`config.mk`:
```
export PLATFORM = sky130hd
export DESIGN_NAME = ext_edge_irq_flags
export DESIGN_NICKNAME = d
export VERILOG_FILES = /design/src/hdl/ext_irq_pkg.sv /design/src/hdl/edge_event_detect.sv /design/src/hdl/ext_edge_irq_flags.sv
export SDC_FILE = /design/constraint.sdc
export NUM_CORES = 1
export LEC_CHECK = 0
export BUFFER_PORTS_ARGS = -buffer_cell sky130_fd_sc_hd__buf_2
export CAP_MARGIN = 20
export CORE_MARGIN = 5
export CORE_UTILIZATION = 45
export CTS_BUF_LIST = sky130_fd_sc_hd__clkbuf_4 sky130_fd_sc_hd__clkbuf_8
export DETAILED_ROUTE_END_ITERATION = 8
export PLACE_DENSITY_LB_ADDON = 0.25
export SLEW_MARGIN = 5
export SYNTH_ARGS = -nofsm -noshare
export SYNTH_HDL_FRONTEND = slang
export SYNTH_HIERARCHICAL = 1
export SYNTH_SLANG_ARGS = --single-unit
```
`constraint.sdc`:
```
create_clock -name sys_clk -period 2.9 [get_ports sys_clk]
set_clock_uncertainty 0.15 [all_clocks]
set_input_delay 0.58 -clock sys_clk [delete_from_list [all_inputs] [get_ports sys_clk]]
set_output_delay 0.58 -clock sys_clk [all_outputs]
set_load 0.005 [all_outputs]
```
`src/hdl/ext_irq_pkg.sv`:
```
// Constants shared by the external edge interrupt and flag unit
package ext_irq_pkg;
  // Register addresses on the special-function register port
  localparam logic [7:0] ADDR_PIN_CONFIG = 8'hb7;
  localparam logic [7:0] ADDR_FLAGS      = 8'hbf;

  // Reset values
  localparam logic [7:0] PIN_CONFIG_RESET = 8'h00;
  localparam logic [4:0] FLAGS_RESET      = 5'h00;
  localparam logic [7:0] RDATA_RESET      = 8'h00;
  localparam logic [7:0] UNMAPPED_READ    = 8'h00;

  // Pin configuration field positions
  localparam int SRC_B_POLARITY_BIT = 7;
  localparam int SRC_B_SEL_HI       = 6;
  localparam int SRC_B_SEL_LO       = 4;
  localparam int SRC_A_POLARITY_BIT = 3;
  localparam int SRC_A_SEL_HI       = 2;
  localparam int SRC_A_SEL_LO       = 0;

  // Flag register bit positions
  localparam int FLAG_W              = 5;
  localparam int SPARE_B_BIT         = 4;
  localparam int SPARE_A_BIT         = 3;
  localparam int TX_EMPTY_BIT        = 2;
  localparam int EXT_B_PENDING_BIT   = 1;
  localparam int EXT_A_PENDING_BIT   = 0;
  localparam logic [2:0] RSVD_READ   = 3'h0;

  // Pin select decoding
  localparam int              GPIO_W        = 10;
  localparam int              PIN_IDX_W     = 4;
  localparam logic [2:0]      SEL_ALT_CODE  = 3'h5;
  localparam logic [3:0]      SRC_A_ALT_PIN = 4'h8;
  localparam logic [3:0]      SRC_B_ALT_PIN = 4'h9;
endpackage

```
`src/hdl/edge_event_detect.sv`:
```
// Polarity stage and single or double edge detector for one source
module edge_event_detect (
  input  wire logic sys_clk,        // System clock
  input  wire logic reset,          // Synchronous reset, active high
  input  wire logic clk_en,         // Freezes all state while low
  input  wire logic pin_level,      // Filtered level of selected pin
  input  wire logic pass_unchanged, // 1 passes pin, 0 inverts it
  input  wire logic double_edge,    // 1 detects both edges
  output logic      edge_event      // Registered edge event
);
  logic polar;
  logic prev;
  logic primed;
  logic next_prev;
  logic next_primed;
  logic next_event;

  assign polar = pass_unchanged ? pin_level : ~pin_level;

  always_comb begin
    next_prev   = prev;
    next_primed = primed;
    next_event  = edge_event;
    if (clk_en) begin
      // Previous sample kept so two clock samples can be compared
      next_prev   = polar;
      next_primed = 1'b1;
      // First sample after reset only arms: a level is never an edge
      if (!primed) begin
        next_event = 1'b0;
      end else if (double_edge) begin
        next_event = polar ^ prev;
      end else begin
        next_event = polar & ~prev;
      end
    end
  end

  always_ff @(posedge sys_clk) begin
    if (reset) begin
      prev       <= 1'b0;
      primed     <= 1'b0;
      edge_event <= 1'b0;
    end else begin
      prev       <= next_prev;
      primed     <= next_primed;
      edge_event <= next_event;
    end
  end
endmodule

```
`src/hdl/ext_edge_irq_flags.sv`:
```
// External edge interrupt sources and shared interrupt flag register

// Behaviour
// - Flag register bits 7:5 read zero; writes to them do nothing.
// - Spare flags 4 and 3 set only by software writing one; request irq.
// - Flag 2 sets when serializer transmit holding register empties.
// - Flags 1 and 0 set by selected edges, regardless of enable bits.
// - External pending flags stay set; only a software write clears them.
// - Steady pin levels set no external flag unless a config write flips the polarity or selected pin.
// - Each source triggers on rising, falling or both edges.
// - Polarity bit 0 inverts the selected pin; 1 passes it unchanged.
// - After polarity, detect rising only or both edges per mode bit.
// - Bits 6:4 pick source B pin; code 101 picks input 9.
// - Bits 2:0 pick source A pin; code 101 picks input 8.
// - Pins sampled by system clock; pulses under two clocks may be lost.
// - Detection works at any system clock rate, down to slowest.
// - Source B event drives timer 3 capture, source A timer 2.
module ext_edge_irq_flags #(
  parameter int GPIO_W = ext_irq_pkg::GPIO_W
) (
  input  wire logic              sys_clk,    // System clock
  input  wire logic              reset,      // Synchronous reset, high
  input  wire logic              clk_en,     // Freezes state while low
  input  wire logic [7:0]        sfr_addr,   // Register address
  input  wire logic              sfr_wr,     // Write strobe
  input  wire logic              sfr_rd,     // Read strobe
  input  wire logic [7:0]        sfr_wdata,  // Write data
  output logic      [7:0]        sfr_rdata,  // Read data, next cycle
  input  wire logic [GPIO_W-1:0] gpio_in,    // Asynchronous pin inputs
  input  wire logic              ext_src_a_double_edge, // A both edges
  input  wire logic              ext_src_b_double_edge, // B both edges
  input  wire logic [4:0]        irq_enable, // Per flag enables
  input  wire logic              tx_empty_event, // Holding reg emptied
  output logic      [4:0]        irq_req,    // Per flag requests
  output logic                   timer2_capture, // Source A event
  output logic                   timer3_capture  // Source B event
);
  localparam int FW = ext_irq_pkg::FLAG_W;

  // Register state
  logic [7:0]        ext_irq_pin_config;
  logic [FW-1:0]     irq_flag_status;
  logic [7:0]        next_pin_config;
  logic [FW-1:0]     next_flags;
  logic [7:0]        next_rdata;

  // Pin synchronisers and agreement filter
  logic [GPIO_W-1:0] sync1;
  logic [GPIO_W-1:0] sync2;
  logic [GPIO_W-1:0] sync3;
  logic [GPIO_W-1:0] pin_filt;
  logic [GPIO_W-1:0] next_pin_filt;
  logic [3:0]        pin_fill;
  logic [3:0]        next_pin_fill;
  logic              detect_reset;

  // Per source wiring
  logic [2:0]        src_sel [2];
  logic [1:0]        src_pass;
  logic [1:0]        src_double;
  logic [1:0]        src_level;
  logic [1:0]        ext_event;
  logic              wr_config;
  logic              wr_flags;
  logic [FW-1:0]     hw_set;
  logic [FW-1:0]     sw_value;

  // Both sources share this decode; only code 101 differs
  function automatic logic [ext_irq_pkg::PIN_IDX_W-1:0] select_pin(
    input logic [2:0]                          code,
    input logic [ext_irq_pkg::PIN_IDX_W-1:0]   alt_pin
  );
    logic [ext_irq_pkg::PIN_IDX_W-1:0] idx;
    idx = {1'b0, code};
    if (code == ext_irq_pkg::SEL_ALT_CODE) begin
      idx = alt_pin;
    end
    return idx;
  endfunction

  // Synchroniser chain; stage one feeds stage two only
  always_comb begin
    next_pin_filt = pin_filt;
    next_pin_fill = pin_fill;
    if (clk_en) begin
      // A change counts once stages two and three agree
      next_pin_filt = (sync2 & sync3) | (pin_filt & (sync2 | sync3));
      // One bit per stage of the pin path, filled after reset
      next_pin_fill = {pin_fill[2:0], 1'b1};
    end
  end

  always_ff @(posedge sys_clk) begin
    if (reset) begin
      sync1    <= '0;
      sync2    <= '0;
      sync3    <= '0;
      pin_filt <= '0;
      pin_fill <= '0;
    end else if (clk_en) begin
      sync1    <= gpio_in;
      sync2    <= sync1;
      sync3    <= sync2;
      pin_filt <= next_pin_filt;
      pin_fill <= next_pin_fill;
    end
  end

  // Detectors stay in reset until the pin path holds real samples;
  // otherwise a pin held high through reset reads as a fresh edge
  assign detect_reset = reset | ~pin_fill[3];

  // Configuration fields per source
  assign src_sel[0] = ext_irq_pin_config[ext_irq_pkg::SRC_A_SEL_HI:
                                         ext_irq_pkg::SRC_A_SEL_LO];
  assign src_sel[1] = ext_irq_pin_config[ext_irq_pkg::SRC_B_SEL_HI:
                                         ext_irq_pkg::SRC_B_SEL_LO];
  assign src_pass[0] =
    ext_irq_pin_config[ext_irq_pkg::SRC_A_POLARITY_BIT];
  assign src_pass[1] =
    ext_irq_pin_config[ext_irq_pkg::SRC_B_POLARITY_BIT];
  assign src_double = {ext_src_b_double_edge, ext_src_a_double_edge};

  // Sampling only, no fixed time constants, so any clock rate works
  generate
    for (genvar i = 0; i < 2; i++) begin : g_src
      localparam logic [ext_irq_pkg::PIN_IDX_W-1:0] ALT_PIN =
        (i == 0) ? ext_irq_pkg::SRC_A_ALT_PIN : ext_irq_pkg::SRC_B_ALT_PIN;

      assign src_level[i] =
        pin_filt[select_pin(src_sel[i], ALT_PIN)];

      edge_event_detect u_detect (
        .sys_clk        (sys_clk),
        .reset          (detect_reset),
        .clk_en         (clk_en),
        .pin_level      (src_level[i]),
        .pass_unchanged (src_pass[i]),
        .double_edge    (src_double[i]),
        .edge_event     (ext_event[i])
      );
    end
  endgenerate

  assign timer2_capture = ext_event[0];
  assign timer3_capture = ext_event[1];

  // Register port decode
  assign wr_config = sfr_wr && (sfr_addr == ext_irq_pkg::ADDR_PIN_CONFIG);
  assign wr_flags  = sfr_wr && (sfr_addr == ext_irq_pkg::ADDR_FLAGS);
  assign sw_value  = sfr_wdata[FW-1:0];

  // Spare flags have no hardware source at all
  always_comb begin
    hw_set = '0;
    hw_set[ext_irq_pkg::TX_EMPTY_BIT]      = tx_empty_event;
    hw_set[ext_irq_pkg::EXT_B_PENDING_BIT] = ext_event[1];
    hw_set[ext_irq_pkg::EXT_A_PENDING_BIT] = ext_event[0];
  end

  always_comb begin
    next_pin_config = ext_irq_pin_config;
    next_flags      = irq_flag_status;
    next_rdata      = sfr_rdata;
    if (clk_en) begin
      if (wr_config) begin
        next_pin_config = sfr_wdata;
      end
      // Hardware never clears; a set in the clearing cycle wins
      if (wr_flags) begin
        next_flags = sw_value | hw_set;
      end else begin
        next_flags = irq_flag_status | hw_set;
      end
      if (sfr_rd) begin
        case (sfr_addr)
          ext_irq_pkg::ADDR_PIN_CONFIG: next_rdata = ext_irq_pin_config;
          ext_irq_pkg::ADDR_FLAGS:
            next_rdata = {ext_irq_pkg::RSVD_READ, irq_flag_status};
          default: next_rdata = ext_irq_pkg::UNMAPPED_READ;
        endcase
      end
    end
  end

  always_ff @(posedge sys_clk) begin
    if (reset) begin
      ext_irq_pin_config <= ext_irq_pkg::PIN_CONFIG_RESET;
      irq_flag_status    <= ext_irq_pkg::FLAGS_RESET;
      sfr_rdata          <= ext_irq_pkg::RDATA_RESET;
    end else begin
      ext_irq_pin_config <= next_pin_config;
      irq_flag_status    <= next_flags;
      sfr_rdata          <= next_rdata;
    end
  end

  // Request is a level; the core decides when to service it
  assign irq_req = irq_flag_status & irq_enable;
endmodule

```
# Yosys cells after proc, flatten, opt, wreduce, memory -nomap -nowiden
# Cells that the tools add are included.
[op_classes]
order_cmp = 2
eq_ne = 4
mux = 14
n_bitwise = 17
n_reduce_logical = 4
[op_table]
columns = ["operator", "n"]
rows = [
  ["bitwise AND 10 bit", 2],
  ["OR 10 bit", 2],
  ["equality test 8 bit (second input constant)", 2],
  ["case mux 8 bit (2 select lines)", 1],
  ["< comparator 4 x 5 -> 1 bit (second input constant)", 2],
  ["OR 5 x 3 -> 5 bit", 2],
  ["binary-select mux 1 bit (select 4 bit)", 2],
  ["two-way mux 1 bit", 8],
  ["two-way mux 4 bit", 2],
  ["equality test 3 bit (second input constant)", 2],
  ["bitwise AND 5 bit", 1],
  ["two-way mux 5 bit", 1],
  ["inverter 1 bit", 5],
  ["AND reduction 2 bit", 2],
  ["bitwise AND 1 bit", 2],
  ["logical AND 1 bit", 2],
  ["XOR 1 bit", 2],
  ["OR 1 bit", 1],
]
[word_totals]
register_bits = 70
output_inout_bits = 15
word_cells = 54

# Depth between registers and ports, before layout
# Gate-level depths: netlist of the first run.
[depth]
word_depth = 9
ltp_mapped = 7
ltp_nobuf = 7

# Cells and area by module
# The synthesis of the first run kept the hierarchy.
[by_module_without_submodules]
columns = ["module", "n_inst", "cells_per_inst", "area_each_um2", "seq_area_each_um2"]
rows = [
  ["ext_edge_irq_flags", 1, 281, 2643.8, 1221.2],
  ["edge_event_detect", 2, 15, 137.6, 60.1],
]

# Least setup slack after synthesis of the first run
# No wires, ideal clock.
[synth_path]
path_kind = "reg-to-reg"
from = "register ext_irq_pin_config[0]"
to = "register g_src[0].u_detect.edge_event"
setup_time_ns = 0.070
arrival_time_ns = 1.921
required_time_ns = 2.680
slack_ns = 0.759
stages_incl_launch_ff = 8
path_buffers = 0
synth_period_minus_slack_ns = 2.141
cell_sequence = "dfxtp_1 > mux4_1 > mux2_2 > xnor2_1 > ha_1 > nor2b_1 > o211ai_1 > a21oi_1"
[synth_via]
elab_chain_len = 9
word_cells_on_any_way = 10
[synth_lines]
columns = ["item", "line", "source"]
rows = [
  ["from (decl)", "ext_edge_irq_flags.sv:41", "logic [7:0] ext_irq_pin_config;"],
  ["from (signal assigned)", "ext_edge_irq_flags.sv:188", "ext_irq_pin_config <= ext_irq_pkg::PIN_CONFIG_RESET;"],
  ["from (signal assigned)", "ext_edge_irq_flags.sv:192", "ext_irq_pin_config <= next_pin_config;"],
  ["equality test 3 bit", "ext_edge_irq_flags.sv:75", "if (code == ext_irq_pkg::SEL_ALT_CODE) begin"],
  ["two-way mux 4 bit (*)", "ext_edge_irq_flags.sv:75", ""],
  ["binary-select mux 1 bit (select 4 bit) (*)", "ext_edge_irq_flags.sv:131", "pin_filt[select_pin(src_sel[i], ALT_PIN)];"],
  ["two-way mux 1 bit (not written as such) (*)", "ext_edge_irq_flags.sv:131", ""],
  ["named net src_level[0]", "ext_edge_irq_flags.sv:61", "logic [1:0] src_level;"],
  ["inverter 1 bit", "edge_event_detect.sv:18", "assign polar = pass_unchanged ? pin_level : ~pin_level;"],
  ["two-way mux 1 bit (*)", "edge_event_detect.sv:18", ""],
  ["named net g_src[0].u_detect.polar", "edge_event_detect.sv:11", "logic polar;"],
  ["bitwise AND 1 bit / XOR 1 bit (equally long branches)", "edge_event_detect.sv:34, edge_event_detect.sv:32", ""],
  ["two-way mux 1 bit (*)", "edge_event_detect.sv:31", "end else if (double_edge) begin"],
  ["two-way mux 1 bit (*)", "edge_event_detect.sv:29", "if (!primed) begin"],
  ["to (signal assigned)", "edge_event_detect.sv:47", "edge_event <= next_event;"],
  ["to (decl)", "edge_event_detect.sv:9", "output logic edge_event"],
]
# Mark *: on every way through the listed nets, which the timed path passes. The rest lies on a longest branch. The select of a mux whose other input is x is not followed.
# A chain may end at the register's enable or synchronous reset.

# Worst setup path in the final report of the first run
[layout_path]
from = "register ext_irq_pin_config[4]"
to = "register g_src[1].u_detect.edge_event"
[layout_via]
elab_chain_len = 9
word_cells_on_any_way = 10
[layout_lines]
columns = ["item", "line"]
rows = [
  ["equality test 3 bit", "ext_edge_irq_flags.sv:75"],
  ["two-way mux 4 bit (*)", "ext_edge_irq_flags.sv:75"],
  ["binary-select mux 1 bit (select 4 bit) (*)", "ext_edge_irq_flags.sv:131"],
  ["two-way mux 1 bit (not written as such) (*)", "ext_edge_irq_flags.sv:131"],
  ["named net src_level[1]", "ext_edge_irq_flags.sv:61"],
  ["inverter 1 bit", "edge_event_detect.sv:18"],
  ["two-way mux 1 bit (*)", "edge_event_detect.sv:18"],
  ["named net g_src[1].u_detect.polar", "edge_event_detect.sv:11"],
  ["bitwise AND 1 bit / XOR 1 bit (equally long branches)", "edge_event_detect.sv:34, edge_event_detect.sv:32"],
  ["two-way mux 1 bit (*)", "edge_event_detect.sv:31"],
  ["two-way mux 1 bit (*)", "edge_event_detect.sv:29"],
  ["to (signal assigned)", "edge_event_detect.sv:47"],
  ["to (decl)", "edge_event_detect.sv:9"],
]
# Marks and branches as above.

==> out/qor.txt, run 1 <==
P&R area growth vs syn -> 16.29%
Final Max Tran Viols -> 0
Crit. End Element -> register
Sequential area share after synthesis -> 45.95%
Pleak -> 1.413 nW
GP Congestion -> 0.8511
Prevailing post-synth register cell -> dfxtp_1
Peak Freq -> 415.7 MHz
Synth async-reset ratio -> 0%
Final hold violation count -> 0
Area share of the leading cell type in the synthesized netlist -> 45.95%
Root Buffer -> clkbuf_8
Vias in the first global route -> 2238
CP Class -> register to register
# port buffers -> 52
Worst Setup Start Kind -> register
Hold crit path type -> register to register
Routed Antenna Nets -> 0
Initial Util -> 46.23%
Total design power -> 0.002012 W
Synth area leader -> dfxtp_1
DRC -> 0
Synth Register Bits -> 67
Worst Hold Depth -> 2
Final setup TNS -> 0 ns
Synth Net Count -> 352
WP data arrival -> 2.53 ns
R2R cell count -> 7
Family with the most delay on the worst path -> multiplexers
Clock share of power -> 47.0%
# diodes -> 0
DIE HEIGHT -> 90.54 um
Avg Cell Area, Syn -> 9.386 um2
H-tree level count -> 3
Final WS setup -> 0.4943 ns
Via count -> 2389
CTS tree -> done
CP max FO -> 4
Switching power -> 0.0004253 W
Outcome -> finished, final reports clean
RSZ-0062 raised after global routing -> no
Total length of routed wires -> 6277 um
Postcts setup bufs -> 0
Crit. path cell count -> 7
Largest net degree at the start of global routing -> 43
DIE AREA -> 0.008197 mm2
Drt first-iter violations -> 132
Standard-cell rows -> 29
Via density per instance -> 5.479
Bufs and invs on worst path -> 0
Critical Path RT -> 3.02 ns
Clk pin slew, worst setup/hold paths -> 0.07 ns
Antenna violations before repair -> 0
Synth Instances -> 311
Placed inst area -> 0.003149 mm2
Int Power -> 0.001587 W
Critical Path Slowest Stage Cell -> mux4_1
Cell area after synthesis -> 0.002919 mm2
Share of layout cells above drive strength 1 -> 22.01%
Post-route cell area -> 0.003395 mm2
First-pass GRT wire length -> 10960 um
Combinational power share -> 5.9%
Max incr delay on CP -> 0.56 ns
Peak VDD IR -> 392.1 uV
Buffer depth of the longest clock path -> 2
Die width -> 90.54 um
Post-cts sizing count -> 0
IO Pins -> 54
Flop pwr share -> 47.1%
Core Util, Final -> 53.77%
Post-CTS Hold Buffers -> 0
Dominant cells by area after synthesis -> dfxtp_1 46%, mux2i_1 8.2%, a21oi_1 5.7%, nand4_1 4.9%, nor2_1 4.9%
Number of max-cap violations -> 0
Routed len/inst -> 14.40 um
YS warnings -> 6
Yosys cell types -> 35
Post-DP HPWL -> 4354 um
Sw Share -> 21.14%
Critical path, cell by cell -> mux4_1 > mux2_2 > xnor2_1 > ha_1 > nor2b_1 > o211ai_1 > a21oi_1
CTS buffer count -> 9
Clock Sinks -> 67
GRT Total Usage -> 16.10%
Minimum clock period after layout -> 2.406 ns
Slew HR -> 51.51%
Nets -> 395
Period utilization -> 82.95%
Least-Margin Pin Slew -> 0.7269 ns
Post-synth EDFFs -> 0
Drt pass-1 iters -> 4
Core Area -> 0.006314 mm2
Setup Viol. Count Final -> 0
GRT overflow -> 0
Pre-CTS setup slack -> 0.4813 ns
Worst-skew pair later-pin latency -> 0.33 ns
Power Density -> 592.7 mW/mm2
-- power groups by stage --
stage	Sequential, W	Clock, W	Combinational (W)
floorplan	0.000965	0	0.0000809
global placement	0.000968	0	0.000117
detailed placement	0.000969	0	0.000120
CTS	0.000947	0.000968	0.000120
global route	0.000949	0.00102	0.000133
finish	0.000947	0.000946	0.000119
-- layout make-up --
class                   count  area [um2]
fillers                   603        2919
multi-input cells         218        1418
flip-flops and latches     67        1341
repair buffers             55       282.8
clock buffers              11       145.1
clock inverters             5       100.1
well taps                  77       96.34
inverters                   3       11.26
-- synthesized netlist by cell type, types with 2 or more instances --
| cell | number |
|---|---|
| nand2b_1 | 3 |
| clkbuf_8 | 3 |
| nor2b_1 | 4 |
| and4b_1 | 2 |
| and3_1 | 3 |
| buf_2 | 8 |
| nor2_1 | 38 |
| nand4_1 | 23 |
| buf_4 | 2 |
| nand2_1 | 14 |
| clkbuf_1 | 8 |
| o21ai_0 | 17 |
| xnor2_1 | 2 |
| o31ai_1 | 13 |
| dfxtp_1 | 67 |
| and2_1 | 14 |
| buf_6 | 2 |
| nand3_1 | 8 |
| a31oi_1 | 3 |
| o211ai_1 | 2 |
| mux2_2 | 2 |
| ha_1 | 2 |
| mux4_2 | 2 |
| mux2i_1 | 24 |
| inv_1 | 2 |
| a21oi_1 | 33 |
| mux4_1 | 2 |
-- worst paths after layout --
check | from | endpoint | slack [ns]
setup / recovery | ext_irq_pin_config[4] | g_src[1].u_detect/edge_event | 0.49
hold / removal | sfr_rdata[1] | sfr_rdata[1] | 0.30
setup reg to reg | ext_irq_pin_config[4] | g_src[1].u_detect/edge_event | 0.49
hold reg to reg | sfr_rdata[1] | sfr_rdata[1] | 0.30
-- worst reg2reg max path, stage by stage (launching register included) --
cell and delay, ns:
dfxtp_1 0.42, mux4_1 0.57, mux2_2 0.28, xnor2_1 0.26
ha_1 0.29, nor2b_1 0.11, o211ai_1 0.10, a21oi_1 0.16
-- registers in the layout, indices dropped and copies added, names as in the netlist --
register,count
pin_filt,9
sync1,9
sync2,9
sync3,9
ext_irq_pin_config,8
sfr_rdata,8
irq_flag_status,5
pin_fill,4
g_src.u_detect/edge_event,2
g_src.u_detect/prev,2
g_src.u_detect/primed,2
-- through the flow --
stage,hold WS [ns],cells
detailed placement,0.2916,420
finish,0.3049,436
global placement,0.2844,420
CTS,0.3034,436
global route,0.3172,436
floorplan,0.2842,311
-- cell families (layout without fill, tap and decap cells) --
group                    after synthesis  count (layout)  share of synthesized area [%]
XOR/XNOR                               2               2                         0.6002
flip-flops                            67              67                          45.95
multiplexers                          30              30                          12.34
buffers and inverters                 26              74                          5.486
adder cells (fa/ha/maj)                2               2                         0.8571
AND/OR/NAND/NOR                      115             115                          21.43
AO/OA/AOI/OAI                         69              69                          13.33
-- placed cells by master, fill, tap and decap left out, types with 3 or more instances in the layout --
cell type  synthesis  layout
bufinv_16          0       3
dfxtp_1           67      67
nor2_1            38      38
nor2b_1            4       4
o31ai_1           13      13
buf_2              8      52
o21ai_0           17      17
and2_1            14      14
nand3_1            8       8
buf_4              2       3
nand2_1           14      14
clkbuf_8           3      10
mux2i_1           24      24
nand2b_1           3       3
and3_1             3       3
a31oi_1            3       3
a21oi_1           33      33
nand4_1           23      23
-- routing by layer --
metal / track usage (%) / vias to the layer above / wire [um]
li1: - / 1209 / -
met3: 4.417 / 13 / 379
met5: 0 / - / 0
met4: 7.568 / 0 / 151
met1: 21.00 / 1097 / 2958
met2: 24.52 / 70 / 2788
(Power assumes the default switching activity.)
==> inputs of run 2 (changes only) <==
clock period = 2.5 ns   (was 2.9 ns; I/O delays follow)
==> run 2 against run 1 <==
Net effect: worst setup slack lost 0.32 ns; design area rose by 0.63%; non-clock buffer count is 2 higher; count of clock-buffer cells in the layout increased by 1; via count is 0.80% higher; sequential share of layout area shrank 0.21 points; die area did not move.
==> out/qor.txt, run 2 (synthesis results as in run 1) <==
Outcome -> finished, final reports clean (unchanged)
Clk pin slew, worst setup/hold paths -> 0.07 ns (about the same)
Antenna violations before repair -> 0 (unchanged)
Via count -> 2408 (was 2389)
Post-DP HPWL -> 4423 um (was 4354 um)
DIE HEIGHT -> 90.54 um (unchanged)
RSZ-0062 raised after global routing -> no (unchanged)
Root Buffer -> clkbuf_8 (unchanged)
Placed cells -> 422 (was 420)
Drt first-iter violations -> 92 (was 132)
Standard-cell rows -> 29 (unchanged)
Met3 Use GR -> 5.250% (was 4.417%)
Commonest non-fill, non-tap cell in the layout -> dfxtp_1 (unchanged)
# port buffers -> 52 (unchanged)
Vias in the first global route -> 2255 (was 2238)
Worst Setup Start Kind -> register (unchanged)
Post-CTS Hold Buffers -> 0 (unchanged)
CTS tree -> done (unchanged)
Peak VDD IR -> 469.1 uV (was 392.1 uV)
DIE AREA -> 0.008197 mm2 (unchanged)
Period utilization -> 93.23% (was 82.95%)
Core Area -> 0.006314 mm2 (unchanged)
Total length of routed wires -> 6366 um (was 6277 um)
DRC -> 0 (unchanged)
Slew HR -> 65.30% (was 51.51%)
Worst-skew pair later-pin latency -> 0.34 ns (was 0.33 ns)
Final hold violation count -> 0 (unchanged)
Share of layout cells above drive strength 1 -> 22.71% (was 22.01%)
Routed len/inst -> 14.53 um (was 14.40 um)
P&R area growth vs syn -> 17.02% (was 16.29%)
Minimum clock period after layout -> 2.331 ns (was 2.406 ns)
Most frequent cells in the layout -> 66 x dfxtp_1, 52 x buf_2, 38 x nor2_1 (was 67 x dfxtp_1, 52 x buf_2, 38 x nor2_1)
# diodes -> 0 (unchanged)
GP Congestion -> 0.8500 (was 0.8511)
M2 GR Usage -> 25.54% (was 24.52%)
GRT overflow -> 0 (unchanged)
Clock Sinks -> 67 (unchanged)
Initial Util -> 46.23% (unchanged)
Hold slack -> 0.2469 ns (was 0.3049 ns)
Buffer depth of the longest clock path -> 2 (unchanged)
Peak Freq -> 429.1 MHz (was 415.7 MHz)
Number of max-cap violations -> 0 (unchanged)
Routed Antenna Nets -> 0 (unchanged)
Postcts setup bufs -> 0 (unchanged)
Pleak -> 1.420 nW (was 1.413 nW)
Setup Viol. Count Final -> 0 (unchanged)
Critical Path RT -> 2.62 ns (was 3.02 ns)
Least-Margin Pin Slew -> 0.5202 ns (was 0.7269 ns)
Drt pass-1 iters -> 4 (unchanged)
Die width -> 90.54 um (unchanged)
Met1 Track Usage GR -> 19.31% (was 21.00%)
CTS buffer count -> 9 (unchanged)
CP max FO -> 4 (unchanged)
Final setup TNS -> 0 ns (unchanged)
Via density per instance -> 5.498 (was 5.479)
H-tree level count -> 3 (unchanged)
Crit. End Element -> register (unchanged)
GRT Total Usage -> 15.96% (was 16.10%)
IO Pins -> 54 (unchanged)
Final Max Tran Viols -> 0 (unchanged)
Most Crowded Layer GR -> met2 (unchanged)
Power Density -> 687.6 mW/mm2 (was 592.7 mW/mm2)
Largest net degree at the start of global routing -> 48 (was 43)
Hold crit path type -> input port to register (was register to register)
Fin cells -> 438 (was 436)
First-pass GRT wire length -> 10720 um (was 10960 um)
WP data arrival -> 2.45 ns (was 2.53 ns)
Nets -> 397 (was 395)
CP Class -> register to register (unchanged)
-- run 2: cell types whose count changed in the layout (fill, tap and decap cells not counted), sizes merged --
| cell | previous run | this run |
|---|---|---|
| clkbuf | 11 | 12 |
| clkinv | 3 | 1 |
| clkinvlp | 0 | 1 |
| buf | 55 | 57 |
-- run 2: power breakdown --
group	internal [W]	switching, W
Sequential	0.00109	0.0000117
Combinational	0.0000568	0.0000836
Clock	0.000713	0.000397
Total	0.00186	0.000492
-- run 2: timing repair --
| item | 4_1_cts | 5_1_grt |
|---|---|---|
| setup endpoints to repair | 0 | 1 |
| hold endpoints to repair | 0 | 0 |
| resized for setup | 0 | 1 |
-- run 2: path summary, 6_finish.rpt --
check | slack, ns | endpoint | startpoint | depth (start not counted)
setup / recovery | 0.17 | g_src[1].u_detect/edge_event | ext_irq_pin_config[4] | 7
hold / removal | 0.25 | sync1[8] | gpio_in[8] | 3
hold reg to reg | 0.30 | sfr_rdata[4] | sfr_rdata[4] | 2
setup reg to reg | 0.17 | g_src[1].u_detect/edge_event | ext_irq_pin_config[4] | 7
-- run 2: worst max-delay path, cell delays in order (launching register included) --
cell and delay, ns:
dfxtp_2 0.40, mux4_1 0.56, mux2_2 0.28, xnor2_1 0.21, ha_1 0.27, nor2b_1 0.11, o211ai_1 0.11, a21oi_1 0.16
-- run 2: area by class of cell --
type	instances	area, um2
repair buffers	57	297.8
fillers	612	2898
multi-input cells	218	1418
flip-flops and latches	67	1343
well taps	77	96.34
clock buffers	12	152.6
clock inverters	4	97.59
inverters	3	11.26
-- run 2: stage by stage --
stage / power (W) / cell area [um2] / worst slack, ns / util [%]
floorplan: 0.001213 / 2919 / 0.3588 / -
global placement: 0.001261 / 3164 / 0.1632 / 50.12
global route: 0.002453 / 3416 / 0.02495 / 54.10
detailed placement: 0.001263 / 3164 / 0.1187 / 50.12
CTS: 0.002375 / 3415 / 0.05905 / 54.08
finish: 0.002349 / 3416 / 0.1693 / 54.10
-- run 2: layer usage --
layer / share of wire [%] / wire length, um
met1: 45 / 2857
met2: 46 / 2920
met3: 6.8 / 431
met4: 2.5 / 157
met5: 0 / 0
